==> src/design/iwle_pkg.sv <==
`default_nettype none

package iwle_pkg;

  // Flag register layout and the bits that hardware can set.
  localparam int unsigned FLAG_TIMER0       = 0;
  localparam int unsigned FLAG_PORT_CHANGE  = 1;
  localparam int unsigned FLAG_EXT_PIN      = 2;
  localparam int unsigned FLAG_TIMER1       = 3;
  localparam int unsigned FLAG_WATCHDOG     = 6;
  localparam int unsigned FLAG_LOW_VOLTAGE  = 7;
  localparam logic [7:0]  FLAG_USED_MASK    = 8'hcf;
  localparam logic [7:0]  FLAG_RESET        = 8'h00;

  // Instruction fetch vectors.
  localparam logic [9:0]  VECTOR_SOFTWARE   = 10'h001;
  localparam logic [9:0]  VECTOR_HARDWARE   = 10'h008;

  // Values after reset of the control and status bits.
  localparam logic        GIE_RESET         = 1'b0;
  localparam logic        TIMEOUT_N_RESET   = 1'b1;
  localparam logic        POWERDOWN_N_RESET = 1'b1;

  // Watchdog oscillator rate and base periods in tenths of a millisecond.
  localparam int unsigned WDT_OSC_HZ        = 16000;
  localparam int unsigned WDT_PERIOD0_TMS   = 35;
  localparam int unsigned WDT_PERIOD1_TMS   = 150;
  localparam int unsigned WDT_PERIOD2_TMS   = 600;
  localparam int unsigned WDT_PERIOD3_TMS   = 2500;
  localparam int unsigned WDT_COUNT_W       = 12;
  localparam logic [WDT_COUNT_W-1:0] WDT_TICKS0 = WDT_COUNT_W'(WDT_PERIOD0_TMS * WDT_OSC_HZ / 10000);
  localparam logic [WDT_COUNT_W-1:0] WDT_TICKS1 = WDT_COUNT_W'(WDT_PERIOD1_TMS * WDT_OSC_HZ / 10000);
  localparam logic [WDT_COUNT_W-1:0] WDT_TICKS2 = WDT_COUNT_W'(WDT_PERIOD2_TMS * WDT_OSC_HZ / 10000);
  localparam logic [WDT_COUNT_W-1:0] WDT_TICKS3 = WDT_COUNT_W'(WDT_PERIOD3_TMS * WDT_OSC_HZ / 10000);

  // Number of port pins watched for a level change.
  localparam int unsigned PORT_PINS         = 6;

  // Watchdog configuration taken from configuration and run-time bits.
  typedef struct packed {
    logic       enable;
    logic       irq_mode;
    logic [1:0] period;
    logic       prescaler_assign_to_watchdog;
    logic [2:0] prescaler_ratio_sel;
  } iwle_wdt_cfg_t;

endpackage

`default_nettype wire

==> src/design/iwle_unit.sv <==
// Function
// - Software interrupt vectors to 0x001, clears enable.
// - Enable/disable instructions control global enable.
// - Return-from-interrupt sets global enable again.
// - Event sets flag; only writing zero clears.
// - Flag reads set only when enabled.
// - Enabled pending flag vectors to 0x008.
// - Six hardware interrupt sources are supported.
// - Enable instruction in handler permits nesting.
// - Timer0 overflow sets timer0 flag.
// - Timer1 underflow sets timer1 flag.
// - Enabled input pin change sets port flag.
// - External select disables pin zero change.
// - Selected edge on pin zero sets flag.
// - Detector works only enabled; four-bit threshold.
// - Detector falling output sets low-voltage flag.
// - Detector present state readable as status.
// - Config and run bit start the watchdog.
// - Timeout resets or interrupts; clears timeout status.
// - Four base periods on own oscillator.
// - Assigned prescaler lengthens the watchdog period.
// - Clear-watchdog clears counter, prescaler; sets status.
// - Interrupt-mode expiry sets watchdog flag.
// - Timer0 flag sits at bit zero.
// - Timer1 flag sits at bit three.
// - Halt clears powerdown, sets timeout, clears watchdog counter but not prescaler.
`timescale 1ns/100ps
`default_nettype none

module iwle_unit (
  // Clock and reset.
  input  wire logic                 i_clock,
  input  wire logic                 i_rst_b,
  // Instruction strobes from the core.
  input  wire logic                 i_int_instr,
  input  wire logic                 i_enable_irq_instr,
  input  wire logic                 i_disable_irq_instr,
  input  wire logic                 i_return_from_irq_instr,
  input  wire logic                 i_clear_watchdog_instr,
  input  wire logic                 i_halt_enter,
  // Flag and enable registers.
  input  wire logic                 i_flag_wr,
  input  wire logic [7:0]           i_flag_wdata,
  input  wire logic [7:0]           i_irq_enable_reg,
  // Event sources.
  input  wire logic                 i_timer0_overflow,
  input  wire logic                 i_timer1_underflow,
  input  wire logic [5:0]           i_port_pin,
  input  wire logic [5:0]           i_pin_is_input,
  input  wire logic [5:0]           i_pin_wake_enable,
  input  wire logic                 i_ext_irq_select,
  input  wire logic                 i_ext_edge_select,
  // Low-voltage detector.
  input  wire logic                 i_lvd_out,
  input  wire logic                 i_low_voltage_detect_en,
  input  wire logic [3:0]           i_lvd_sel,
  // Watchdog.
  input  wire logic                 i_wdt_osc,
  input  wire logic                 i_watchdog_run_enable,
  input  wire iwle_pkg::iwle_wdt_cfg_t i_wdt_cfg,
  // Core side results.
  output logic                      o_vector_fetch,
  output logic [9:0]                o_vector_addr,
  output logic                      o_global_irq_enable,
  output logic [7:0]                o_irq_flag_read,
  // Status and analog control.
  output logic                      o_timeout_status_n,
  output logic                      o_powerdown_status_n,
  output logic                      o_wdt_reset,
  output logic                      o_lvd_state,
  output logic                      o_lvd_enable,
  output logic [3:0]                o_lvd_level
);

  logic [7:0]                       flags;
  logic [7:0]                       next_flags;
  logic                             global_irq_enable;
  logic                             next_gie;
  logic [5:0]                       pin_meta;
  logic [5:0]                       pin_sync;
  logic [5:0]                       pin_prev;
  logic [1:0]                       misc_meta;
  logic [1:0]                       misc_sync;
  logic [1:0]                       misc_prev;
  logic [2:0]                       arm_pipe;
  logic [iwle_pkg::WDT_COUNT_W-1:0] wdt_count;
  logic [iwle_pkg::WDT_COUNT_W-1:0] next_wdt_count;
  logic [7:0]                       presc;
  logic [7:0]                       next_presc;
  logic                             timeout_n;
  logic                             powerdown_n;

  // Pin and detector synchronisers.
  always_ff @(posedge i_clock or negedge i_rst_b) begin
    if (!i_rst_b) begin
      pin_meta  <= 6'h00;
      pin_sync  <= 6'h00;
      pin_prev  <= 6'h00;
      misc_meta <= 2'h0;
      misc_sync <= 2'h0;
      misc_prev <= 2'h0;
      arm_pipe  <= 3'h0;
    end else begin
      pin_meta  <= i_port_pin;
      pin_sync  <= pin_meta;
      pin_prev  <= pin_sync;
      misc_meta <= {i_wdt_osc, i_lvd_out};
      misc_sync <= misc_meta;
      misc_prev <= misc_sync;
      arm_pipe  <= {arm_pipe[1:0], 1'b1};
    end
  end

  wire       lvd_now  = misc_sync[0];
  wire       lvd_prev = misc_prev[0];
  wire       osc_tick = misc_sync[1] & ~misc_prev[1];
  // Edge detectors stay quiet until every stage holds a real pin sample, so an idle-high pin gives no edge.
  wire       armed    = arm_pipe[2];

  // Port change detection per pin.
  wire [5:0] pin_change;
  genvar gi;
  generate
    for (gi = 0; gi < iwle_pkg::PORT_PINS; gi++) begin : g_pin
      if (gi == 0) begin : g_zero
        assign pin_change[gi] = (pin_sync[gi] ^ pin_prev[gi]) & i_pin_is_input[gi] &
                                i_pin_wake_enable[gi] & ~i_ext_irq_select & armed;
      end else begin : g_other
        assign pin_change[gi] = (pin_sync[gi] ^ pin_prev[gi]) & i_pin_is_input[gi] &
                                i_pin_wake_enable[gi] & armed;
      end
    end
  endgenerate

  wire ext_rise = pin_sync[0] & ~pin_prev[0];
  wire ext_fall = ~pin_sync[0] & pin_prev[0];
  wire ext_edge = armed & i_ext_irq_select & (i_ext_edge_select ? ext_rise : ext_fall);
  wire lvd_fall = armed & i_low_voltage_detect_en & lvd_prev & ~lvd_now;

  // Watchdog base period and prescaler selection.
  wire wdt_running = i_wdt_cfg.enable & i_watchdog_run_enable;
  wire [iwle_pkg::WDT_COUNT_W-1:0] base_ticks =
      (i_wdt_cfg.period == 2'h0) ? iwle_pkg::WDT_TICKS0 :
      (i_wdt_cfg.period == 2'h1) ? iwle_pkg::WDT_TICKS1 :
      (i_wdt_cfg.period == 2'h2) ? iwle_pkg::WDT_TICKS2 : iwle_pkg::WDT_TICKS3;
  wire [iwle_pkg::WDT_COUNT_W-1:0] base_last = base_ticks - 12'h001;
  wire presc_on = i_wdt_cfg.prescaler_assign_to_watchdog;
  wire [3:0] shift_amt = {1'b0, i_wdt_cfg.prescaler_ratio_sel} + {3'h0, i_wdt_cfg.irq_mode};
  wire [8:0] presc_div = 9'h001 << shift_amt;
  wire [8:0] presc_div_last = presc_div - 9'h001;
  wire [7:0] presc_last = presc_on ? presc_div_last[7:0] : 8'h00;
  wire base_done = wdt_running & osc_tick & (wdt_count == base_last);
  wire wdt_expire = base_done & (presc == presc_last);
  wire wdt_clear = i_clear_watchdog_instr | i_halt_enter;

  always_comb begin
    if (wdt_clear || !wdt_running || base_done) begin
      next_wdt_count = '0;
    end else if (osc_tick) begin
      next_wdt_count = wdt_count + 12'h001;
    end else begin
      next_wdt_count = wdt_count;
    end
  end

  always_comb begin
    if ((i_clear_watchdog_instr && presc_on) || !presc_on || !wdt_running || wdt_expire) begin
      next_presc = 8'h00;
    end else if (base_done) begin
      next_presc = presc + 8'h01;
    end else begin
      next_presc = presc;
    end
  end

  // Flag set and clear vectors.
  wire [7:0] set_vec;
  assign set_vec[iwle_pkg::FLAG_TIMER0]      = i_timer0_overflow;
  assign set_vec[iwle_pkg::FLAG_PORT_CHANGE] = |pin_change;
  assign set_vec[iwle_pkg::FLAG_EXT_PIN]     = ext_edge;
  assign set_vec[iwle_pkg::FLAG_TIMER1]      = i_timer1_underflow;
  assign set_vec[5:4]                        = 2'h0;
  assign set_vec[iwle_pkg::FLAG_WATCHDOG]    = wdt_expire & i_wdt_cfg.irq_mode;
  assign set_vec[iwle_pkg::FLAG_LOW_VOLTAGE] = lvd_fall;
  wire [7:0] clr_vec = i_flag_wr ? ~i_flag_wdata : 8'h00;
  assign next_flags = ((flags & ~clr_vec) | set_vec) & iwle_pkg::FLAG_USED_MASK;

  // Interrupt acceptance.
  wire hw_pending = |(flags & i_irq_enable_reg);
  wire take_sw = i_int_instr;
  wire take_hw = global_irq_enable & hw_pending & ~i_int_instr;

  always_comb begin
    if (take_sw || take_hw) begin
      next_gie = 1'b0;
    end else if (i_enable_irq_instr || i_return_from_irq_instr) begin
      next_gie = 1'b1;
    end else if (i_disable_irq_instr) begin
      next_gie = 1'b0;
    end else begin
      next_gie = global_irq_enable;
    end
  end

  wire [3:0] lvd_level_dec = (i_lvd_sel[3:2] == 2'h3) ? 4'ha :
                             (i_lvd_sel[3:1] == 3'h5) ? 4'h9 :
                             (i_lvd_sel[3:1] == 3'h4) ? 4'h8 : i_lvd_sel;

  always_ff @(posedge i_clock or negedge i_rst_b) begin
    if (!i_rst_b) begin
      flags     <= iwle_pkg::FLAG_RESET;
      global_irq_enable       <= iwle_pkg::GIE_RESET;
      wdt_count <= '0;
      presc     <= 8'h00;
    end else begin
      flags     <= next_flags;
      global_irq_enable       <= next_gie;
      wdt_count <= next_wdt_count;
      presc     <= next_presc;
    end
  end

  always_ff @(posedge i_clock or negedge i_rst_b) begin
    if (!i_rst_b) begin
      timeout_n   <= iwle_pkg::TIMEOUT_N_RESET;
      powerdown_n <= iwle_pkg::POWERDOWN_N_RESET;
    end else begin
      if (wdt_expire) begin
        timeout_n <= 1'b0;
      end else if (wdt_clear) begin
        timeout_n <= 1'b1;
      end
      if (i_halt_enter) begin
        powerdown_n <= 1'b0;
      end else if (i_clear_watchdog_instr) begin
        powerdown_n <= 1'b1;
      end
    end
  end

  always_ff @(posedge i_clock or negedge i_rst_b) begin
    if (!i_rst_b) begin
      o_vector_fetch  <= 1'b0;
      o_vector_addr   <= 10'h000;
      o_irq_flag_read <= 8'h00;
      o_wdt_reset     <= 1'b0;
      o_lvd_state     <= 1'b0;
      o_lvd_enable    <= 1'b0;
      o_lvd_level     <= 4'h0;
    end else begin
      o_vector_fetch  <= take_sw | take_hw;
      o_vector_addr   <= take_sw ? iwle_pkg::VECTOR_SOFTWARE : iwle_pkg::VECTOR_HARDWARE;
      o_irq_flag_read <= next_flags & i_irq_enable_reg;
      o_wdt_reset     <= wdt_expire & ~i_wdt_cfg.irq_mode;
      o_lvd_state     <= lvd_now & i_low_voltage_detect_en;
      o_lvd_enable    <= i_low_voltage_detect_en;
      o_lvd_level     <= lvd_level_dec;
    end
  end

  assign o_global_irq_enable  = global_irq_enable;
  assign o_timeout_status_n   = timeout_n;
  assign o_powerdown_status_n = powerdown_n;
endmodule

`default_nettype wire

==> config.mk <==
export PLATFORM = sky130hd
export DESIGN_NAME = iwle_unit
export DESIGN_NICKNAME = d
export VERILOG_FILES = /design/src/design/iwle_pkg.sv /design/src/design/iwle_unit.sv
export SDC_FILE = /design/constraint.sdc
export NUM_CORES = 1
export LEC_CHECK = 0
export BUFFER_PORTS_ARGS = -buffer_cell sky130_fd_sc_hd__buf_2
export CORE_MARGIN = 2
export CORE_UTILIZATION = 48
export DETAILED_ROUTE_END_ITERATION = 10
export PLACE_DENSITY_LB_ADDON = 0.2
export SLEW_MARGIN = 20
export SYNTH_ARGS = -nofsm -noshare
export SYNTH_HDL_FRONTEND = slang
export SYNTH_SLANG_ARGS = --single-unit
==> constraint.sdc <==
create_clock -name i_clock -period 2.05 [get_ports i_clock]
set_input_delay 0.1025 -clock i_clock [delete_from_list [all_inputs] [get_ports i_clock]]
set_output_delay 0.1025 -clock i_clock [all_outputs]
set_load 0.03 [all_outputs]
After elaboration in Yosys (flattened, before gate mapping)

Index checks and enable logic that the tools add are counted.

Logic and storage cells: 129
Register bits after elaboration: 76

Shifts and indexed selects: 1
Multiplexer cells: 21
Equal/unequal tests: 7
$add $sub $neg: 5
Bitwise gates (word level): 57
Reductions and logical operators: 18

Operators with widths:

| cell                  | number |
|---|---|
| $mux 12               | 5 |
| $and 1x1->1           | 36 |
| $mux 8                | 4 |
| $and 8x8->8           | 3 |
| $mux 4                | 4 |
| $not 8->8             | 2 |
| $add 12x1->12 const B | 1 |
| $eq 12x12->1          | 1 |
| $sub 12x1->12 const B | 1 |
| $add 8x1->8 const B   | 1 |
| $eq 8x8->1            | 1 |
| $mux 1                | 8 |
| $or 8x8->8            | 1 |
| $reduce_bool 2->1     | 4 |
| $reduce_or 8->1       | 1 |
| $shl 1x4->8 const A   | 1 |
| $sub 8x1->8 const B   | 1 |
| $logic_or 1x1->1      | 7 |
| $not 1->1             | 7 |
| $eq 3x3->1 const B    | 2 |
| $reduce_or 6->1       | 1 |
| $xor 1x1->1           | 6 |
| $add 3x1->4           | 1 |
| $eq 2x2->1 const B    | 2 |
| other kinds (6)       | 8 |

Longest topological paths before layout

Gate-level depths: netlist of run 1.

Word-level depth: 11
Gate-level depth with buffers: 15

Worst setup path before layout of run 1

No wires, ideal clock.

Path kind: in2reg
Start: in i_wdt_cfg[0] in the netlist's numbering
End: reg presc[0]
Stages on the path: 14
Data required time: 1.919 ns
Slack: -0.741 ns
Buffers on the path: 2
Setup time: 0.131 ns
Data arrival time: 2.660 ns
Path through: ha_1 > ha_1 > buf_6 > or2_2 > o22ai_1 > nand2_1 > ha_1 > inv_1 > a211oi_1 > or4b_1 > o311ai_1 > and4_4 > buf_6 > nor3_1

Longest elaborated chain between the ends: 8

Ends and longest elaborated chain:

| element                                            | line             | RTL |
|---|---|---|
| start, declared                                    | iwle_unit.sv:60  | `input wire iwle_pkg::iwle_wdt_cfg_t i_wdt_cfg,` |
| $add 3x1->4 *                                      | iwle_unit.sv:148 | `wire [3:0] shift_amt = {1'b0, i_wdt_cfg.prescaler_ratio_sel} + {3'h0, i_wdt_cfg.irq_mode};` |
| $shl 1x4->8 *                                      | iwle_unit.sv:149 | `wire [8:0] presc_div = 9'h001 << shift_amt;` |
| $sub 8x1->8 *                                      | iwle_unit.sv:150 | `wire [8:0] presc_div_last = presc_div - 9'h001;` |
| $mux 8 *                                           | iwle_unit.sv:151 | `wire [7:0] presc_last = presc_on ? presc_div_last[7:0] : 8'h00;` |
| $eq 8x8->1 *                                       | iwle_unit.sv:153 | `wire wdt_expire = base_done & (presc == presc_last);` |
| $and 1x1->1 *                                      | iwle_unit.sv:153 |  |
| $logic_or 1x1->1 *                                 | iwle_unit.sv:167 | `if ((i_clear_watchdog_instr && presc_on) \|\| !presc_on \|\| !wdt_running \|\| wdt_expire) begin` |
| $mux 8 / $reduce_bool 2->1 (equally long branches) | n/a              |  |
| end signal, assigned                               | iwle_unit.sv:219 | `presc <= next_presc;` |
| end, declared                                      | iwle_unit.sv:88  | `logic [7:0] presc;` |

Mark *: on every way between the ends. The rest lies on a longest branch, timed or not.
A chain may end at the register's enable or synchronous reset.

Worst setup path after layout of run 1

Start: in i_wdt_cfg[0] in the netlist's numbering
End: reg flags[6]

Longest elaborated chain between the ends: 8

Ends and longest elaborated chain:

| element                 | line             | RTL |
|---|---|---|
| $add 3x1->4             | iwle_unit.sv:148 |  |
| $shl 1x4->8             | iwle_unit.sv:149 |  |
| $sub 8x1->8             | iwle_unit.sv:150 |  |
| $mux 8                  | iwle_unit.sv:151 |  |
| $eq 8x8->1              | iwle_unit.sv:153 |  |
| $and 1x1->1             | iwle_unit.sv:153 |  |
| $and 1x1->1             | iwle_unit.sv:183 | `assign set_vec[iwle_pkg::FLAG_WATCHDOG] = wdt_expire & i_wdt_cfg.irq_mode;` |
| $or 8x8->8              | iwle_unit.sv:186 | `assign next_flags = ((flags & ~clr_vec) \| set_vec) & iwle_pkg::FLAG_USED_MASK;` |
| named net next_flags[6] | iwle_unit.sv:76  | `logic [7:0] next_flags;` |
| end signal, assigned    | iwle_unit.sv:211 | `flags <= iwle_pkg::FLAG_RESET;` |
| end signal, assigned    | iwle_unit.sv:216 | `flags <= next_flags;` |
| end, declared           | iwle_unit.sv:75  | `logic [7:0] flags;` |

The timed path passes the listed nets, and every way through them passes these cells.

==> out/summary.log, run 1 <==
[synth] leading post-synthesis cells by cell area dfrtp_1 49%, xor2_1 4.9%, nand2_1 3.0%
[worst_setup_path] worst endpoint data arrival time 2.51 ns
[placed_design] global placer's final weighted congestion 0.890
[synth] xor and xnor area share after synthesis 0.0704
[worst_setup_path] buffer and inverter count on the worst path 1
[power] reported net switching power 0.844 mW
[synth] share of cell area taken by muxes after synthesis 0.0115
[timing] Worst Slack Setup Final -0.195 ns
[power] power per cell area 674 nW/um^2
[grt] largest net degree at the start of global routing 49
[floorplan] area of the core region 7250 um^2
[detailed_routing] total via count after detailed routing 3089
[cts] Longest Clk Path Bufs 2
[worst_setup_path] maximum fanout along the worst path 6
[synth] register area share after synthesis 0.502
[floorplan] number of ports placed on the die boundary 92
[cts] Skew-Pair Late Insertion Delay 0.33 ns
[floorplan] overall die area 8190 um^2
[timing] pin slew with the least headroom to its limit 0.568 ns
[worst_setup_path] required arrival time at the worst endpoint 2.32 ns
[outcome] status complete, but fails checks
[timing] worst slew margin relative to its limit 0.622
[finish] post-route design area 5050 um^2
[synth] Post-Synth Adder-Cell Area 0.0279
[detailed_routing] remaining number of nets flagged by the antenna check after routing 0
[cts] number of CTS-inserted buffers 9
[floorplan] die outline height 90.5 um
[grt] overall overflow remaining after global route 0
[cts] depth of the CTS H-tree 3
[detailed_routing] routed via count divided by cell count 5.20
[synth] Post-Syn Area 3590 um^2
[synth] Yosys reg bits 72
[synth] largest family of logic cells by synthesized area simple AND/OR/NAND/NOR gates
[worst_setup_path] Worst path slowest cell and4_4
[timing] minimum clock period after layout 2.25 ns
[timing] post-route clock skew 0.00675 ns
[placed_design] port bufs 77
[power] leakage power of the design 2.33 nW
[worst_setup_path] largest delay contributor family on the critical path simple AND/OR/NAND/NOR gates
[grt] antenna violations before repair 0
[power] register share of total power 0.442
[power] Sw Share 0.248
[timing] Max Slew Vio Count 0
[finish] signed area change from the synthesized netlist to the final layout 40.7%
[worst_setup_path] capturing element type of the critical path flop
[grt] Tot GR Track Use 0.211
[synth] cell taking the most area after synthesis dfrtp_1
[synth] average cell area after synthesis 10.2 um^2
[cts] CTS sink cnt 72
[grt] global-route wire length before repair 14200 um
[finish] fraction of final layout cells sized beyond drive strength 1 0.343
[synth] Warnings, synthesis 0
[min_path] worst min path class in -> reg
[grt] number of global-route vias before repair 3101
[power] clock network fraction of total power 0.383
[timing] Final setup viols 12
[flow_run] max capacitance violation total 0
[synth] Top FF cell, synth dfrtp_1
[synth] share of the synthesized area in the top cell type 0.488
[timing] Hold Slack 0.0288 ns
[synth] Post-synth EDFFs 0
[worst_setup_path] path type of the worst setup path in -> reg
[floorplan] FP Rows 31
[power] proportion of power drawn by combinational gates 0.176
[worst_setup_path] chain of cells forming the critical path buf_8 > ha_4 > ha_4 > or2_4 > o22ai_4 > nand2_2 > ha_4 > nand3b_1 > a21boi_2 > nor4b_2 > a211o_1 > nor3_4 > and4_4 > a22o_1
[finish] Layout fillers 575
[synth] compound-cell area share of the yosys netlist 0.118
[synth] gate count of the mapped netlist 352
[synth] area fraction in and, or, nand and nor cells after synthesis 0.211
[timing] total count of hold-check failures in the final report 0
[finish] total number of nets in the final design 562
[floorplan] chip width 90.5 um
[detailed_routing] number of detailed-route iterations in the first pass 4
[cts] TritonCTS clock tree yes
[timing] RSZ-0062 raised after global routing yes
[placed_design] Placed Instance Area 4410 um^2
[timing] maximum frequency from static timing analysis 445 MHz
[outcome] violated checks negative setup slack
[detailed_routing] DRC violations left 0
[detailed_routing] drt initial violations 99
[worst_setup_path] crit-path most repeated cell ha_4
[cts] CTS root buffer clkbuf_8
[power] Pint 2.56 mW
[worst_setup_path] largest stage delay on the critical path 0.31 ns
[finish] number of antenna repair diodes 0
[floorplan] effective utilization at floorplan 0.495
[timing] final period utilization 1.10
[worst_setup_path] Worst setup SP type input port
[cts] clock transition time at the flip-flop clock pins of the worst setup and hold paths 0.07 ns
[detailed_routing] WL final 8260 um
[synth] post-synthesis cell type count 64
[placed_design] hpwl dp 5680 um
[synth] post-synthesis async set-or-reset flop share 1.00
[detailed_routing] routed length per instance 13.9 um
[power] largest vdd supply drop 0.000539 V
[area by class of cell]
class,count,area (um^2),share of cell area
multi-input combinational,253,1860,0.367
sequential,72,1800,0.357
timing repair buffer,142,983,0.195
clock buffer,10,128,0.0253
tap,99,124,0.0245
clock inverter,5,106,0.0210
inverter,13,51.3,0.0102
[final timing paths]
check	from	to	slack, ns	cells after the start
worst min-delay path	i_flag_wdata[7]	flags[7]	0.03	3
max in group asynchronous	i_rst_b	o_irq_flag_read[6]	1.11	3
worst max-delay path	i_wdt_cfg[0]	flags[6]	-0.20	14
worst min register to register	arm_pipe[0]	arm_pipe[1]	0.34	0
min in group asynchronous	i_rst_b	o_lvd_level[0]	0.30	2
worst max register to register	wdt_count[8]	presc[5]	0.06	7
[cells by family after synthesis]
| logic type | after synthesis |
|---|---|
| and+or+nand+nor | 142 |
| DFF | 72 |
| AOI/OAI and AO/OA | 59 |
| buffers and inverters | 37 |
| xor gates and xnor gates | 28 |
| adders and majority gates | 8 |
| muxes | 4 |
| other | 2 |
[power by group through the flow]
stage / registers [mW] / logic [mW] / clock network, mW
3_3_place_gp: 1.53 / 0.505 / 0
6_report: 1.50 / 0.598 / 1.30
3_5_place_dp: 1.53 / 0.515 / 0
2_1_floorplan: 1.57 / 0.257 / 0
5_1_grt: 1.51 / 0.655 / 1.42
4_1_cts: 1.50 / 0.583 / 1.35
[through the flow]
stage / utilization / instances / power, mW / worst slack, ns / TNS, ns
final: 0.697 / 594 / 3.41 / -0.195 / -2.05
after global routing: 0.697 / 594 / 3.58 / -0.315 / -3.42
after global placement: 0.608 / 549 / 2.03 / -0.600 / -6.38
after detailed placement: 0.608 / 549 / 2.05 / -0.678 / -7.48
after CTS: 0.690 / 593 / 3.44 / -0.200 / -2.06
after floorplan: - / 361 / 1.83 / -0.439 / -4.76
[worst reg2reg max path, stage by stage, from the launching register on]
cell,delay [ns]
dfrtp_1,0.39
or3_1,0.35
nand2_1,0.07
and4b_1,0.27
and3_1,0.32
nand4_1,0.14
xor2_1,0.18
nor3_2,0.19
[sequential cells by signal, summed over array words and instances, names as in the netlist, 2 cells and up]
register,cells
flags,6
presc,8
o_irq_flag_read,6
arm_pipe,3
o_vector_addr,2
misc_meta,2
misc_sync,2
misc_prev,2
o_lvd_level,4
pin_prev,6
wdt_count,12
pin_meta,6
pin_sync,6
[repair_timing]
action,CTS,global route
hold buffers,26,0
setup buffers,2,1
cloned,1,0
setup endpoints to repair,12,15
pin swaps,6,5
hold endpoints to repair,48,0
gates resized for setup,18,9
[Yosys cell counts, drive strengths merged, types with 2 or more instances]
library cell	count
and3	8
and4	2
a211oi	4
xnor2	7
a21oi	5
nand2b	7
nand3	14
mux2i	3
or2	3
nand4	8
o2111ai	4
ha	8
inv	13
or3	3
o31a	2
o21ai	17
a21boi	4
o22ai	2
o32ai	2
nand3b	3
a22oi	3
a2111oi	2
dfstp	2
nand4b	4
buf	16
nor2	26
xor2	21
clkbuf	8
nand2	29
a22o	2
nor2b	3
conb	2
and2	8
dfrtp	70
nor3	15
[routing by layer]
metal,up-vias,part of all wire,global-route usage
li1,1502,-,-
met1,1487,0.43,0.263
met2,92,0.52,0.365
met3,8,0.045,0.0526
met4,0,0.0079,0.0551
met5,-,0,0
[layout by cell type, fill, tap and decap left out, types with 9 or more instances in the layout]
cell / synthesis / layout
conb_1: 2 / 11
dfrtp_1: 70 / 70
dlygate4sd3_1: 0 / 26
clkbuf_8: 0 / 9
nand2_1: 29 / 26
nand3_1: 14 / 14
o21ai_0: 17 / 15
nor2_1: 26 / 25
inv_1: 13 / 12
buf_4: 11 / 37
buf_2: 2 / 75
xor2_1: 20 / 20
Note: power is estimated with default switching activity, not from simulation.
==> inputs of run 2 (changes only) <==
--- a/config.mk
+++ b/config.mk
@@ -6,8 +6,10 @@
 export NUM_CORES = 1
 export LEC_CHECK = 0
 export BUFFER_PORTS_ARGS = -buffer_cell sky130_fd_sc_hd__buf_2
+export CELL_PAD_IN_SITES_DETAIL_PLACEMENT = 2
+export CELL_PAD_IN_SITES_GLOBAL_PLACEMENT = 2
 export CORE_MARGIN = 2
-export CORE_UTILIZATION = 48
+export CORE_UTILIZATION = 29
 export DETAILED_ROUTE_END_ITERATION = 10
 export PLACE_DENSITY_LB_ADDON = 0.2
 export SLEW_MARGIN = 20
==> run 2 against run 1 <==
  * Highest routed layer unchanged
  * First-iteration DRC count increased by 5.1%
  * Count of clock-buffer cells in the layout down 1
  * Via count increased by 3.0%
  * Utilization decreased by 26 points
  * The flow still finishes with violations (negative setup slack)
  * Final area increased by 4.3%
  * Sequential share of layout area fell by 1.5 points
  * Register-to-register slack worse by 0.06 ns
  * Critical endpoint unchanged
  * Critical path depth shrank 3
  * Die area grew 62%
==> out/summary.log, run 2 (synthesized netlist as in run 1, its figures left out) <==
[detailed_routing] total via count after detailed routing 3181
[cts] Skew-Pair Late Insertion Delay 0.34 ns
[worst_setup_path] largest delay contributor family on the critical path compound AO/OA/AOI/OAI gates
[worst_setup_path] maximum fanout along the worst path 6
[cts] number of CTS-inserted buffers 9
[timing] worst slew margin relative to its limit 0.610
[finish] leading cell types in the layout, fill and taps excluded 74 x buf_2, 70 x dfrtp_1, 47 x buf_4, 26 x nand2_1, 25 x nor2_1
[floorplan] chip width 115 um
[floorplan] number of ports placed on the die boundary 92
[power] leakage power of the design 2.40 nW
[placed_design] global placer's final weighted congestion 0.775
[grt] global-route wire length before repair 18200 um
[floorplan] die outline height 115 um
[floorplan] area of the core region 12100 um^2
[grt] number of global-route vias before repair 3595
[finish] total number of nets in the final design 566
[worst_setup_path] capturing element type of the critical path flop
[cts] depth of the CTS H-tree 3
[detailed_routing] routed via count divided by cell count 4.76
[finish] fraction of final layout cells sized beyond drive strength 1 0.374
[timing] total count of hold-check failures in the final report 0
[timing] sum of negative setup slack -3.36 ns
[timing] maximum frequency from static timing analysis 424 MHz
[timing] post-route clock skew 0.00569 ns
[worst_setup_path] largest stage delay on the critical path 0.37 ns
[finish] register bank with the most flops wdt_count
[floorplan] overall die area 13300 um^2
[placed_design] Placed Instance Area 4510 um^2
[power] power per cell area 702 nW/um^2
[detailed_routing] DRC violations left 0
[worst_setup_path] required arrival time at the worst endpoint 2.33 ns
[finish] number of flip-flops in the largest register 12
[detailed_routing] remaining number of nets flagged by the antenna check after routing 0
[timing] Worst Slack Setup Final -0.308 ns
[placed_design] hpwl dp 7870 um
[timing] pin slew with the least headroom to its limit 0.581 ns
[worst_setup_path] buffer and inverter count on the worst path 2
[grt] overall overflow remaining after global route 0
[worst_setup_path] chain of cells forming the critical path buf_8 > ha_4 > ha_4 > buf_6 > xor2_4 > a22o_1 > or3_1 > o31a_1 > o311ai_4 > and4_4 > a22o_1
[worst_setup_path] Worst setup SP type input port
[cts] CTS root buffer clkbuf_16
[timing] minimum clock period after layout 2.36 ns
[finish] commonest non-fill, non-tap cell in the layout buf_2
[cts] Longest Clk Path Bufs 2
[finish] signed area change from the synthesized netlist to the final layout 46.7%
[timing] Hold Slack 0.0123 ns
[timing] RSZ-0062 raised after global routing yes
[grt] largest net degree at the start of global routing 40
[outcome] status complete, but fails checks
[worst_setup_path] Worst path slowest cell o311ai_4
[placed_design] port bufs 77
[finish] number of antenna repair diodes 0
[timing] final period utilization 1.15
[grt] antenna violations before repair 0
[timing] Final setup viols 12
[worst_setup_path] worst endpoint data arrival time 2.63 ns
[worst_setup_path] path type of the worst setup path in -> reg
[detailed_routing] routed length per instance 17.2 um
[finish] largest registers wdt_count x12, presc x8
[cts] TritonCTS clock tree yes
[floorplan] FP Rows 40
[min_path] worst min path class in -> reg
[finish] post-route design area 5270 um^2
[grt] Tot GR Track Use 0.178
[detailed_routing] WL final 11500 um
[detailed_routing] number of detailed-route iterations in the first pass 4
[cts] CTS sink cnt 72
[cts] clock transition time at the flip-flop clock pins of the worst setup and hold paths 0.06 ns
[detailed_routing] drt initial violations 104
[power] largest vdd supply drop 0.000675 V
[finish] Layout fillers 1289
[floorplan] effective utilization at floorplan 0.298
[outcome] violated checks negative setup slack
[flow_run] max capacitance violation total 0
[timing] Max Slew Vio Count 0
-- run 2: cell types whose count changed in the layout (fill, tap and decap cells not counted), sizes merged --
cell,change
buf,+9
dlygate4sd3,-5
inv,+4
bufinv,-3
clkinv,+2
clkbuf,-1
clkinvlp,-1
-- run 2: cell type report --
type	count	area, um^2	share of cell area
Clock buffer	9	225	0.0427
Clock inverter	7	73.8	0.0140
Inverter	13	51.3	0.00973
Multi-Input combinational cell	253	1910	0.363
Sequential cell	72	1800	0.342
Tap cell	168	210	0.0399
Timing Repair Buffer	146	995	0.189
-- run 2: worst paths after layout --
kind | endpoint | cells past startpoint | startpoint | slack (ns)
min in group asynchronous | o_irq_flag_read[2] | 2 | i_rst_b | 0.29
setup / recovery | flags[6] | 11 | i_wdt_cfg[0] | -0.31
hold reg to reg | misc_sync[1] | 0 | misc_meta[1] | 0.35
hold / removal | o_lvd_level[1] | 2 | i_lvd_sel[1] | 0.01
max in group asynchronous | pin_prev[2] | 3 | i_rst_b | 1.20
setup reg to reg | flags[6] | 7 | wdt_count[8] | 0
-- run 2: report_power, final --
| part | switching (mW) | internal (mW) |
|---|---|---|
| Combinational | 0.362 | 0.291 |
| Clock | 0.681 | 0.858 |
| Sequential | 0.0273 | 1.48 |
-- run 2: what timing repair did --
item / CTS / global route
setup endpoints to repair: 12 / 17
buffers inserted: 4 / 5
resized for setup: 24 / 14
hold endpoints to repair: 52 / 0
hold buffers: 21 / 0
cloned: 1 / 0
pin swaps: 9 / 14
-- run 2: through the flow --
step	instances	worst slack (ns)	power (mW)	utilization
final	668	-0.308	3.70	0.437
after global routing	668	-0.407	3.87	0.437
after CTS	663	-0.277	3.73	0.427
after detailed placement	621	-0.712	2.07	0.374
after global placement	621	-0.611	2.05	0.374
after floorplan	361	-0.439	1.83	-
-- run 2: layer usage --
layer / wire, um / vias up / share of wire / GRT usage
li1: - / 1509 / - / -
met1: 4530 / 1607 / 0.39 / 0.196
met2: 6470 / 46 / 0.56 / 0.337
met3: 274 / 19 / 0.024 / 0.0374
met4: 210 / 0 / 0.018 / 0.0618
met5: 0 / - / 0 / 0
